### src/pus_pkg.sv
package pus_pkg;

	// ---------------------------------------------------------------
	// Timing
	// ---------------------------------------------------------------
	localparam int unsigned PUS_CLK_HZ        = 50_000_000;
	localparam int unsigned PUS_STRAP_MS      = 55;
	localparam int unsigned PUS_STRAP_CYCLES  = PUS_STRAP_MS * (PUS_CLK_HZ / 1000);
	localparam int unsigned PUS_CNT_W         = 22;

	// ---------------------------------------------------------------
	// Register map
	// ---------------------------------------------------------------
	localparam logic [7:0] PUS_REF_MODE_ADDR  = 8'h0a;
	localparam logic [7:0] PUS_DIFF_EN_ADDR   = 8'h0b;
	localparam logic [7:0] PUS_SE_EN_ADDR     = 8'h0c;
	localparam logic [7:0] PUS_STATUS_ADDR    = 8'h0d;

	localparam logic [7:0] PUS_REF_MODE_RESET = 8'h01;
	localparam logic [7:0] PUS_DIFF_EN_RESET  = 8'h00;
	localparam logic [3:0] PUS_SE_EN_RESET    = 4'h0;

	// ---------------------------------------------------------------
	// Strap pin positions
	// ---------------------------------------------------------------
	localparam int unsigned PUS_GPIO_W        = 6;
	localparam int unsigned PUS_STRAP_CLK_LO  = 0;
	localparam int unsigned PUS_STRAP_CLK_HI  = 1;
	localparam int unsigned PUS_STRAP_DIFF    = 2;

	// ---------------------------------------------------------------
	// Types
	// ---------------------------------------------------------------
	typedef enum logic [1:0] {
		PUS_MCLK_NONE,
		PUS_MCLK_20M,
		PUS_MCLK_24M576,
		PUS_MCLK_RESERVED
	} pus_mclk_t;

	typedef enum logic [1:0] {
		PUS_ST_HOLD,
		PUS_ST_STRAP,
		PUS_ST_RUN
	} pus_fsm_t;

	typedef struct packed {
		logic       wr;
		logic       rd;
		logic [7:0] addr;
		logic [7:0] wdata;
	} pus_req_t;

	typedef struct packed {
		pus_fsm_t               state;
		logic [PUS_CNT_W-1:0]   count;
		logic [5:0]             straps;
		pus_mclk_t              mclk_sel;
		logic                   strap_done;
		logic                   cfg_loaded;
		logic [7:0]             ref_mode;
		logic [7:0]             diff_en_sw;
		logic [3:0]             se_en_sw;
		logic [7:0]             diff_en;
		logic [3:0]             se_en;
		logic [7:0]             rdata;
		logic [5:0]             gpio;
	} pus_state_t;

	localparam pus_state_t PUS_STATE_RESET = '{
		state:      PUS_ST_HOLD,
		count:      '0,
		straps:     6'h00,
		mclk_sel:   PUS_MCLK_NONE,
		strap_done: 1'b0,
		cfg_loaded: 1'b0,
		ref_mode:   PUS_REF_MODE_RESET,
		diff_en_sw: PUS_DIFF_EN_RESET,
		se_en_sw:   PUS_SE_EN_RESET,
		diff_en:    PUS_DIFF_EN_RESET,
		se_en:      PUS_SE_EN_RESET,
		rdata:      8'h00,
		gpio:       6'h00
	};

endpackage

### src/pus_sync.sv
`timescale 1ns/100ps
`default_nettype none

module pus_sync #(
	parameter int unsigned WIDTH = 1
) (
	input  wire logic             mclk,
	input  wire logic             reset,
	input  wire logic [WIDTH-1:0] async_in,
	output logic      [WIDTH-1:0] sync_out
);

	typedef struct packed {
		logic [WIDTH-1:0] meta;
		logic [WIDTH-1:0] stable;
	} pus_sync_state_t;

	pus_sync_state_t s_reg;
	pus_sync_state_t s_next;

	always_comb begin
		s_next.meta   = async_in;
		s_next.stable = s_reg.meta;
	end

	always_ff @(posedge mclk) begin
		if (reset) begin
			s_reg <= '0;
		end else begin
			s_reg <= s_next;
		end
	end

	assign sync_out = s_reg.stable;

endmodule // pus_sync

`default_nettype wire

### src/pus_top.sv
// How it works
// - Clock straps 10=20MHz, 11=24.576MHz, else reserved
// - After 55 ms clock straps become GPIO
// - Reset end loads all default settings
// - Straps sampled from pins held 55 ms
// - All outputs but diff output zero disabled until software enables
// - Diff strap high enables diff output zero
// - Ref0 differential, others single ended, at 0x0A
`timescale 1ns/100ps
`default_nettype none

module pus_top
	import pus_pkg::*;
#(
	parameter int unsigned STRAP_CYCLES = PUS_STRAP_CYCLES
) (
	input  wire logic                  mclk,
	input  wire logic                  reset,
	input  wire logic                  power_reset_n,
	input  wire logic [PUS_GPIO_W-1:0] gpio_pin,
	input  wire pus_req_t              reg_req,
	output logic      [7:0]            reg_rdata,
	output pus_mclk_t                  mclk_sel,
	output logic                       strap_done,
	output logic                       cfg_loaded,
	output logic      [5:0]            strap_value,
	output logic      [PUS_GPIO_W-1:0] gpio_in,
	output logic      [7:0]            ref_mode,
	output logic      [7:0]            diff_out_enable,
	output logic      [3:0]            se_out_enable
);

	// ---------------------------------------------------------------
	// Pin synchronisers
	// ---------------------------------------------------------------
	logic                  pwr_ok;
	logic [PUS_GPIO_W-1:0] gpio_sync;

	pus_sync #(
		.WIDTH (1)
	) u_pwr_sync (
		.mclk     (mclk),
		.reset    (reset),
		.async_in (power_reset_n),
		.sync_out (pwr_ok)
	);

	pus_sync #(
		.WIDTH (PUS_GPIO_W)
	) u_gpio_sync (
		.mclk     (mclk),
		.reset    (reset),
		.async_in (gpio_pin),
		.sync_out (gpio_sync)
	);

	// ---------------------------------------------------------------
	// Strap decode
	// ---------------------------------------------------------------
	function automatic pus_mclk_t decode_mclk(input logic [1:0] sel);
		case (sel)
			2'b10:   decode_mclk = PUS_MCLK_20M;
			2'b11:   decode_mclk = PUS_MCLK_24M576;
			default: decode_mclk = PUS_MCLK_RESERVED;
		endcase
	endfunction

	localparam logic [PUS_CNT_W-1:0] STRAP_LAST = PUS_CNT_W'(STRAP_CYCLES - 1);

	// ---------------------------------------------------------------
	// Strap latch
	// ---------------------------------------------------------------
	// One sample of every strap, held until the next reset
	function automatic pus_state_t latch_straps(
		input pus_state_t            cur,
		input logic [PUS_GPIO_W-1:0] pins
	);
		pus_state_t upd;
		upd            = cur;
		upd.straps     = pins;
		upd.mclk_sel   = decode_mclk(
			{pins[PUS_STRAP_CLK_HI], pins[PUS_STRAP_CLK_LO]});
		upd.strap_done = 1'b1;
		upd.state      = PUS_ST_RUN;
		return upd;
	endfunction

	// ---------------------------------------------------------------
	// Write port
	// ---------------------------------------------------------------
	// Only called once the straps are latched; earlier writes are dropped
	function automatic pus_state_t apply_write(
		input pus_state_t cur,
		input pus_req_t   req
	);
		pus_state_t upd;
		upd = cur;
		if (req.wr) begin
			case (req.addr)
				PUS_REF_MODE_ADDR: upd.ref_mode   = req.wdata;
				PUS_DIFF_EN_ADDR:  upd.diff_en_sw = req.wdata;
				PUS_SE_EN_ADDR:    upd.se_en_sw   = req.wdata[3:0];
				default:           upd.ref_mode   = cur.ref_mode;
			endcase
		end
		return upd;
	endfunction

	// ---------------------------------------------------------------
	// Read port
	// ---------------------------------------------------------------
	// Status word packs the strap results, unmapped addresses read zero
	function automatic logic [7:0] read_word(
		input pus_state_t cur,
		input logic [7:0] addr
	);
		logic [7:0] word;
		case (addr)
			PUS_REF_MODE_ADDR: word = cur.ref_mode;
			PUS_DIFF_EN_ADDR:  word = cur.diff_en_sw;
			PUS_SE_EN_ADDR:    word = {4'h0, cur.se_en_sw};
			PUS_STATUS_ADDR:   word = {3'b000, cur.strap_done,
				cur.straps[PUS_STRAP_DIFF], 1'b0, cur.mclk_sel};
			default:           word = 8'h00;
		endcase
		return word;
	endfunction

	// ---------------------------------------------------------------
	// Output enables
	// ---------------------------------------------------------------
	// Software bits, with the diff strap also forcing output zero on
	function automatic logic [7:0] diff_enables(input pus_state_t cur);
		logic [7:0] en;
		en    = cur.diff_en_sw;
		en[0] = cur.diff_en_sw[0] | (cur.strap_done & cur.straps[PUS_STRAP_DIFF]);
		return en;
	endfunction

	// ---------------------------------------------------------------
	// State
	// ---------------------------------------------------------------
	pus_state_t s_reg;
	pus_state_t s_next;

	always_comb begin
		s_next            = s_reg;
		s_next.cfg_loaded = 1'b0;
		s_next.gpio       = gpio_sync;

		// -----------------------------------------------------------
		// Power-up sequence
		// -----------------------------------------------------------
		if (!pwr_ok) begin
			// Held in reset while the power pin is low
			s_next = PUS_STATE_RESET;
		end else begin
			case (s_reg.state)
				PUS_ST_HOLD: begin
					s_next.state      = PUS_ST_STRAP;
					s_next.count      = '0;
					s_next.cfg_loaded = 1'b1;
				end
				PUS_ST_STRAP: begin
					// Pins seen through the synchroniser, two cycles late
					if (s_reg.count == STRAP_LAST) begin
						s_next = latch_straps(s_next, gpio_sync);
					end else begin
						s_next.count = s_reg.count + 1'b1;
					end
				end
				PUS_ST_RUN: begin
					// Only state that takes register writes
					s_next = apply_write(s_next, reg_req);
				end
				default: begin
					s_next.state = PUS_ST_HOLD;
				end
			endcase
		end

		// -----------------------------------------------------------
		// Output enables
		// -----------------------------------------------------------
		s_next.diff_en = diff_enables(s_next);
		s_next.se_en   = s_next.se_en_sw;

		// -----------------------------------------------------------
		// Read data
		// -----------------------------------------------------------
		s_next.rdata = 8'h00;
		if (reg_req.rd) begin
			s_next.rdata = read_word(s_reg, reg_req.addr);
		end

		// -----------------------------------------------------------
		// Synchronous reset wins over everything
		// -----------------------------------------------------------
		if (reset) begin
			s_next = PUS_STATE_RESET;
		end
	end

	always_ff @(posedge mclk) begin
		s_reg <= s_next;
	end

	// ---------------------------------------------------------------
	// Outputs
	// ---------------------------------------------------------------
	assign reg_rdata       = s_reg.rdata;
	assign mclk_sel        = s_reg.mclk_sel;
	assign strap_done      = s_reg.strap_done;
	assign cfg_loaded      = s_reg.cfg_loaded;
	assign strap_value     = s_reg.straps;
	assign gpio_in         = s_reg.gpio;
	assign ref_mode        = s_reg.ref_mode;
	assign diff_out_enable = s_reg.diff_en;
	assign se_out_enable   = s_reg.se_en;

endmodule // pus_top

`default_nettype wire
### config.mk
export PLATFORM = sky130hd
export DESIGN_NAME = pus_top
export DESIGN_NICKNAME = d
export VERILOG_FILES = /design/src/pus_pkg.sv /design/src/pus_sync.sv /design/src/pus_top.sv
export SDC_FILE = /design/constraint.sdc
export NUM_CORES = 1
export LEC_CHECK = 0
export ABC_AREA = 1
export BUFFER_PORTS_ARGS = -buffer_cell sky130_fd_sc_hd__buf_2
export CAP_MARGIN = 20
export CORE_AREA = 2 2 109 111
export CTS_BUF_LIST = sky130_fd_sc_hd__clkbuf_16
export DETAILED_ROUTE_END_ITERATION = 10
export DIE_AREA = 0 0 111 113
export SYNTH_ARGS = -nofsm -noshare
export SYNTH_HDL_FRONTEND = slang
export SYNTH_SLANG_ARGS = --single-unit
### constraint.sdc
create_clock -name mclk -period 2.7 [get_ports mclk]
set_input_delay 0.54 -clock mclk [delete_from_list [all_inputs] [get_ports mclk]]
set_output_delay 0.54 -clock mclk [all_outputs]
set_load 0.05 [all_outputs]
==> flow_summary.json, run 1 <==
{
  "yosys.area.top_type": "dfxtp_1",
  "final_antenna_net_count": 0,
  "ys_seq_area_frac": 0.425,
  "cts_sinks": 83,
  "largest_register_ffs": 32,
  "yosys-top-cells-area": "dfxtp_1, nand2_1, nor2_1, buf_4, inv_1",
  "end_kind": "flip-flop",
  "cts_buffers": 9,
  "critical_path_arrival_ns": 2.11,
  "grt_max_degree": 34,
  "io_buffers": 70,
  "seq_power_share": 0.483,
  "gp_congestion": 0.869,
  "routed_wl_mm": 8.67,
  "fin_crit_sh": 0.686,
  "p_int_w": 0.00198,
  "ir_worst_vdd_uv": 286,
  "dieArea_sq_mm": 0.0125,
  "yosysWarnings": 0,
  "synth_seq_cells": 83,
  "fmax_mhz": 540,
  "vias_per_cell": 4.60,
  "powerDensity_mw_per_mm2": 584,
  "drive_above_1_share": 0.196,
  "place_hpwl_mm": 6.33,
  "area_growth_pct": 12.2,
  "grt_pass1_vias": 3165,
  "h-tree-depth": 3,
  "antenna_found_initial": 0,
  "drcViolationCount": 0,
  "startpoint": "s_reg[56]",
  "p_sw_w": 0.000579,
  "die_y_um": 113,
  "track_usage": 0.144,
  "avgSynthCellArea_sq_um": 7.18,
  "coreArea_sq_mm": 0.0113,
  "final_util": 0.389,
  "outcome": "finished, final reports clean",
  "cts_resized": 0,
  "relSlewSlack": 0.460,
  "ios": 71,
  "cts_tree": "done",
  "initial_core_util": 0.347,
  "synth_nets": 573,
  "nets": 605,
  "required_ns": 2.95,
  "rsz0062_at_grt": "false",
  "power_leakage_nw": 1.74,
  "maxCapViolations": 0,
  "dr_total_vias": 3336,
  "hold_path_class": "reg2reg",
  "finalCriticalPeriod_ns": 1.85,
  "routedWlPerCell_um": 12.0,
  "synth_cell_types": 35,
  "cts_setup_buffers": 0,
  "firstDrtPassIters": 5,
  "clk_latency_ns": 0.34,
  "cts_hold_buf": 0,
  "finClkSkew_ns": 0.00908,
  "tightestPinTransition_ns": 0.808,
  "path_clk_slew_ns": 0.07,
  "hp-start": "u_gpio_sync.s_next[0]",
  "clkPwrFrac": 0.488,
  "postSynthCellCount": 545,
  "start_kind": "flip-flop",
  "reg2reg_from": "s_reg[56]",
  "switching_share": 0.226,
  "die_w_um": 111,
  "clockBufferDepth": 2,
  "synth_top_area_share": 0.425,
  "comb_power_share": 0.029,
  "n_antenna_cell": 0,
  "std_cell_rows": 39,
  "tns_ns": 0,
  "finalSetupViolCount": 0,
  "drt_iter0_markers": 326,
  "finalMaxSlewViolations": 0,
  "synth_area_sq_mm": 0.00391,
  "critPathMaxFanout": 7,
  "crit_type": "reg2reg",
  "grt_overflow": 0,
  "grt_pass1_wl_mm": 14.8,
  "final_hold_viol_count": 0,
  "cts_root_buffer": "clkbuf_16"
}
==> cells in the mapped netlist <==
master,count
nand2_1,106
nor2_1,90
dfxtp_1,83
inv_1,69
buf_4,43
a21oi_1,42
o21ai_0,28
nand3_1,16
nor3_1,6
nand4_1,5
o21ai_1,5
a211oi_2,4
clkbuf_1,4
clkinv_1,4
nand2_2,4
nor2_2,4
buf_2,3
buf_6,3
nand3b_1,3
xor2_1,3
inv_2,2
nand3_2,2
nand3_4,2
o21bai_1,2
or2_2,2
a211oi_1,1
a21oi_2,1
a21oi_4,1
and3_1,1
buf_1,1
ha_1,1
nor2_4,1
nor3_4,1
nor4_1,1
o221ai_1,1
==> area by class of cell <==
type	instances	area, sq um
clock inverters	7	75.1
fillers	1166	6880
repair buffers	75	388
well taps	143	179
flip-flops and latches	83	1660
inverters	75	282
multi-input cells	333	1580
clock buffers	9	225
==> stage by stage <==
stage	cell area [sq um]	setup slack, ns	total power, W	cells	hold WS, ns
2_1_floorplan	3910	1.05	0.00131	545	0.388
3_3_place_gp	4090	0.701	0.00134	709	0.393
3_5_place_dp	4090	0.671	0.00134	709	0.394
4_1_cts	4390	0.823	0.00258	725	0.401
5_1_grt	4390	0.657	0.00264	725	0.409
6_report	4390	0.848	0.00256	725	0.400
==> path summary, 6_finish.rpt <==
path / to / slack, ns / cells past startpoint
worst max-delay path: strap_value[3] / 0.85 / 8
worst min-delay path: u_gpio_sync.sync_out[0] / 0.40 / 2
worst max register to register: strap_value[3] / 0.85 / 8
worst min register to register: u_gpio_sync.sync_out[0] / 0.40 / 2
==> critical path, cell delays in order, from the launching register on <==
cell and delay [ns]:
dfxtp_1 0.37, ha_1 0.28, nand3_4 0.14, nor2_4 0.16
nand3_4 0.11, nor2_2 0.28, buf_4 0.22, nor2_1 0.06
a211oi_2 0.14
==> cells in the final DEF, fill, tap and decap left out, drive strengths merged <==
cell      count
clkinvlp      1
nand4         5
a211oi        5
clkbuf        9
ha            1
xor2          3
buf          75
nor2         95
a21oi        44
o21bai        2
and3          1
clkinv        7
nand3b        3
or2           2
o21ai        33
nand2       110
inv          73
o221ai        1
nand3        20
dfxtp        83
bufinv        1
nor3          7
nor4          1
==> power groups by stage <==
stage                      logic, W  registers, W  clock network [W]
after floorplan           0.0000392       0.00127                  0
after global placement    0.0000738       0.00127                  0
after detailed placement  0.0000745       0.00127                  0
after CTS                 0.0000750       0.00124            0.00127
after global routing      0.0000841       0.00124            0.00132
final                     0.0000744       0.00124            0.00125
==> kinds of logic (layout without fill, tap and decap cells) <==
logic type,Yosys count,after routing,synth area share
and+or+nand+nor,244,244,0.270
buffers and inverters,129,166,0.172
AOI/OAI and AO/OA,85,85,0.123
DFF,83,83,0.425
xor gates and xnor gates,3,3,0.00672
adders and majority gates,1,1,0.00320
==> routing by layer <==
| metal | vias up | wire length (um) | GRT usage |
|---|---|---|---|
| met5 | - | 0 | 0 |
| met4 | 0 | 150 | 0.0500 |
| met1 | 1490 | 4030 | 0.180 |
| li1 | 1729 | - | - |
| met2 | 105 | 3990 | 0.244 |
| met3 | 12 | 498 | 0.0343 |
Note: power is estimated with default switching activity, not from simulation.
==> inputs of run 2 (changes only) <==
Settings changed: ABC_AREA 1 to 0, CORE_AREA 2 2 109 111 to 2 2 105 107, DIE_AREA 0 0 111 113 to 0 0 107 109.
Clock period 2.7 ns to 1.9 ns, I/O delays scaled along.
==> run 2 against run 1 <==
  * Clock skew shrank 0.0028 ns
  * Flip-flop and latch count did not move
  * Worst setup slack worse by 0.79 ns
  * Clock power increased by 42%
  * Sequential share of layout area increased by 0.58 points
  * Global-route usage is 0.066 points lower
  * Synthesized cell count shrank 30%
  * Maximum frequency increased by 0.40%
  * Combinational power grew 37%
  * Critical endpoint is now strap_value[1]
==> flow_summary.json, run 2 <==
{
  "synthArstFlopShare": 0,
  "rsz0062_at_grt": "true",
  "clk_latency_ns": 0.34,
  "final_cell_mix": "dfxtp_1, buf_2, nor2_1",
  "cts_sinks": 83,
  "tightestPinTransition_ns": 0.654,
  "fin_ws_ns": 0.0556,
  "yosysWarnings": 0,
  "n_antenna_cell": 0,
  "hold_path_class": "in2reg",
  "total_power_w": 0.00364,
  "grt_pass1_wl_mm": 13.1,
  "finClkSkew_ns": 0.00631,
  "final_antenna_net_count": 0,
  "avgSynthCellArea_sq_um": 9.45,
  "relSlewSlack": 0.559,
  "finalSetupViolCount": 0,
  "critPathMaxFanout": 5,
  "required_ns": 2.12,
  "crit_type": "reg2reg",
  "synth_compound_area_frac": 0.0538,
  "hold_slack_ns": 0.249,
  "ios": 71,
  "finalMaxSlewViolations": 0,
  "drt_iter0_markers": 95,
  "power_leakage_nw": 1.87,
  "drcViolationCount": 0,
  "dieArea_sq_mm": 0.0117,
  "final_hold_viol_count": 0,
  "synth_cell_types": 46,
  "die_w_um": 107,
  "cts_root_buffer": "clkbuf_16",
  "final_util": 0.409,
  "critical_path_arrival_ns": 2.07,
  "synth_flop_cell": "dfxtp_1",
  "cts_tree": "done",
  "synth_fa_ha_area_frac": 0.00345,
  "powerDensity_mw_per_mm2": 841,
  "yosys-mux-area-fraction": 0.0982,
  "synth_seq_cells": 83,
  "ys_seq_area_frac": 0.458,
  "gp_congestion": 0.802,
  "grt_pass1_vias": 2619,
  "routed_wl_mm": 7.97,
  "fill_cells": 1083,
  "track_usage": 0.143,
  "dr_total_vias": 2769,
  "area_growth_pct": 19.3,
  "synthSimpleGateAreaFrac": 0.253,
  "routedWlPerCell_um": 13.6,
  "path_clk_slew_ns": 0.06,
  "synth_top_family_by_area": "simple AND/OR/NAND/NOR gates",
  "synth_area_sq_mm": 0.00363,
  "synth_top_area_share": 0.458,
  "synth_common_cells": "dfxtp_1, nor2_1, buf_4",
  "antenna_found_initial": 0,
  "initial_core_util": 0.342,
  "std_cell_rows": 38,
  "fmax_mhz": 542,
  "clockBufferDepth": 2,
  "yosysMostFrequentCell": "dfxtp_1",
  "end_kind": "flip-flop",
  "synth_xor_area_frac": 0.0265,
  "firstDrtPassIters": 4,
  "yosys-top-cells-area": "dfxtp_1, buf_4, mux2i_1, nor2_1, nor2b_1",
  "cts_buffers": 9,
  "pre_cts_ws_ns": -0.0674,
  "io_buffers": 70,
  "multi_input_area_sq_mm": 0.00158,
  "nets": 469,
  "regArea_sq_mm": 0.00167,
  "drive_above_1_share": 0.303,
  "fin_crit_sh": 0.971,
  "grt_max_degree": 22,
  "coreArea_sq_mm": 0.0106,
  "final_common_cell": "dfxtp_1",
  "synth_nets": 412,
  "finalCriticalPeriod_ns": 1.84,
  "synth_edf_count": 0,
  "place_hpwl_mm": 5.81,
  "maxCapViolations": 0,
  "yosys.area.top_type": "dfxtp_1",
  "postSynthCellCount": 384,
  "vias_per_cell": 4.73,
  "ir_worst_vdd_uv": 333,
  "h-tree-depth": 3,
  "outcome": "finished, final reports clean",
  "die_y_um": 109,
  "largest_register_ffs": 32,
  "grt_overflow": 0,
  "start_kind": "flip-flop"
}
[run 2: cell count changes after synthesis, moves of 6 or more]
cell / previous run / this run
mux2i_1: 0 / 30
o21ai_0: 28 / 6
inv_1: 69 / 3
nor2b_1: 0 / 19
nor2_1: 90 / 55
and4_1: 0 / 6
nand2_1: 106 / 17
a21oi_1: 42 / 12
and2_1: 0 / 9
clkbuf_1: 4 / 11
[run 2: final timing paths]
check | from | to | slack [ns] | depth (start not counted)
max | s_reg[76] | strap_value[1] | 0.06 | 6
min | power_reset_n | u_pwr_sync.s_next[0] | 0.25 | 2
max reg2reg | s_reg[76] | strap_value[1] | 0.06 | 6
min reg2reg | u_gpio_sync.s_next[1] | u_gpio_sync.sync_out[1] | 0.44 | 1
[run 2: where the power goes]
group	switching, W	leakage (nW)	internal, W
combinational	0.0000553	1.04	0.0000467
sequential	0.00000700	0.673	0.00176
clock	0.000742	0.149	0.00104
[run 2: kinds of logic after synthesis]
group / Yosys count
buffers and inverters: 59
AOI/OAI and AO/OA: 31
DFF: 83
muxes: 35
adders and majority gates: 1
xor gates and xnor gates: 11
and+or+nand+nor: 164
[run 2: cell type report]
type | instances | share of cell area
timing repair buffer | 102 | 0.137
multi-input combinational | 242 | 0.364
clock buffer | 9 | 0.0520
tap | 140 | 0.0404
inverter | 3 | 0.00260
clock inverter | 7 | 0.0196
sequential | 83 | 0.384
[run 2: stage by stage]
step | setup TNS [ns] | area [sq um] | instances
6_report | 0 | 4330 | 586
5_1_grt | -0.184 | 4330 | 586
4_1_cts | 0 | 4300 | 582
3_5_place_dp | -0.214 | 3990 | 566
3_3_place_gp | -0.0223 | 3990 | 566
2_1_floorplan | 0 | 3630 | 384
[run 2: repair_timing]
action                                 4_1_cts  5_1_grt
gates resized for setup                      0        4
setup endpoints to repair                    0        8
endpoints found under the hold margin        0        0
hold buffers                                 0        0
setup buffers                                0        3
[run 2: worst max-delay path, stage by stage, from the launching register on]
cell and delay [ns]:
dfxtp_2 0.33, nand4bb_1 0.18, or4b_4 0.53, nor3_4 0.26, buf_6 0.16, mux2i_1 0.19, nor2_1 0.07
[run 2: per-layer routing]
| layer | share of wire | global-route usage | vias to the layer above |
|---|---|---|---|
| met1 | 0.48 | 0.190 | 1284 |
| li1 | - | - | 1392 |
| met3 | 0.055 | 0.0275 | 11 |
| met4 | 0.018 | 0.0724 | 0 |
| met5 | 0 | 0 | - |
| met2 | 0.45 | 0.222 | 82 |
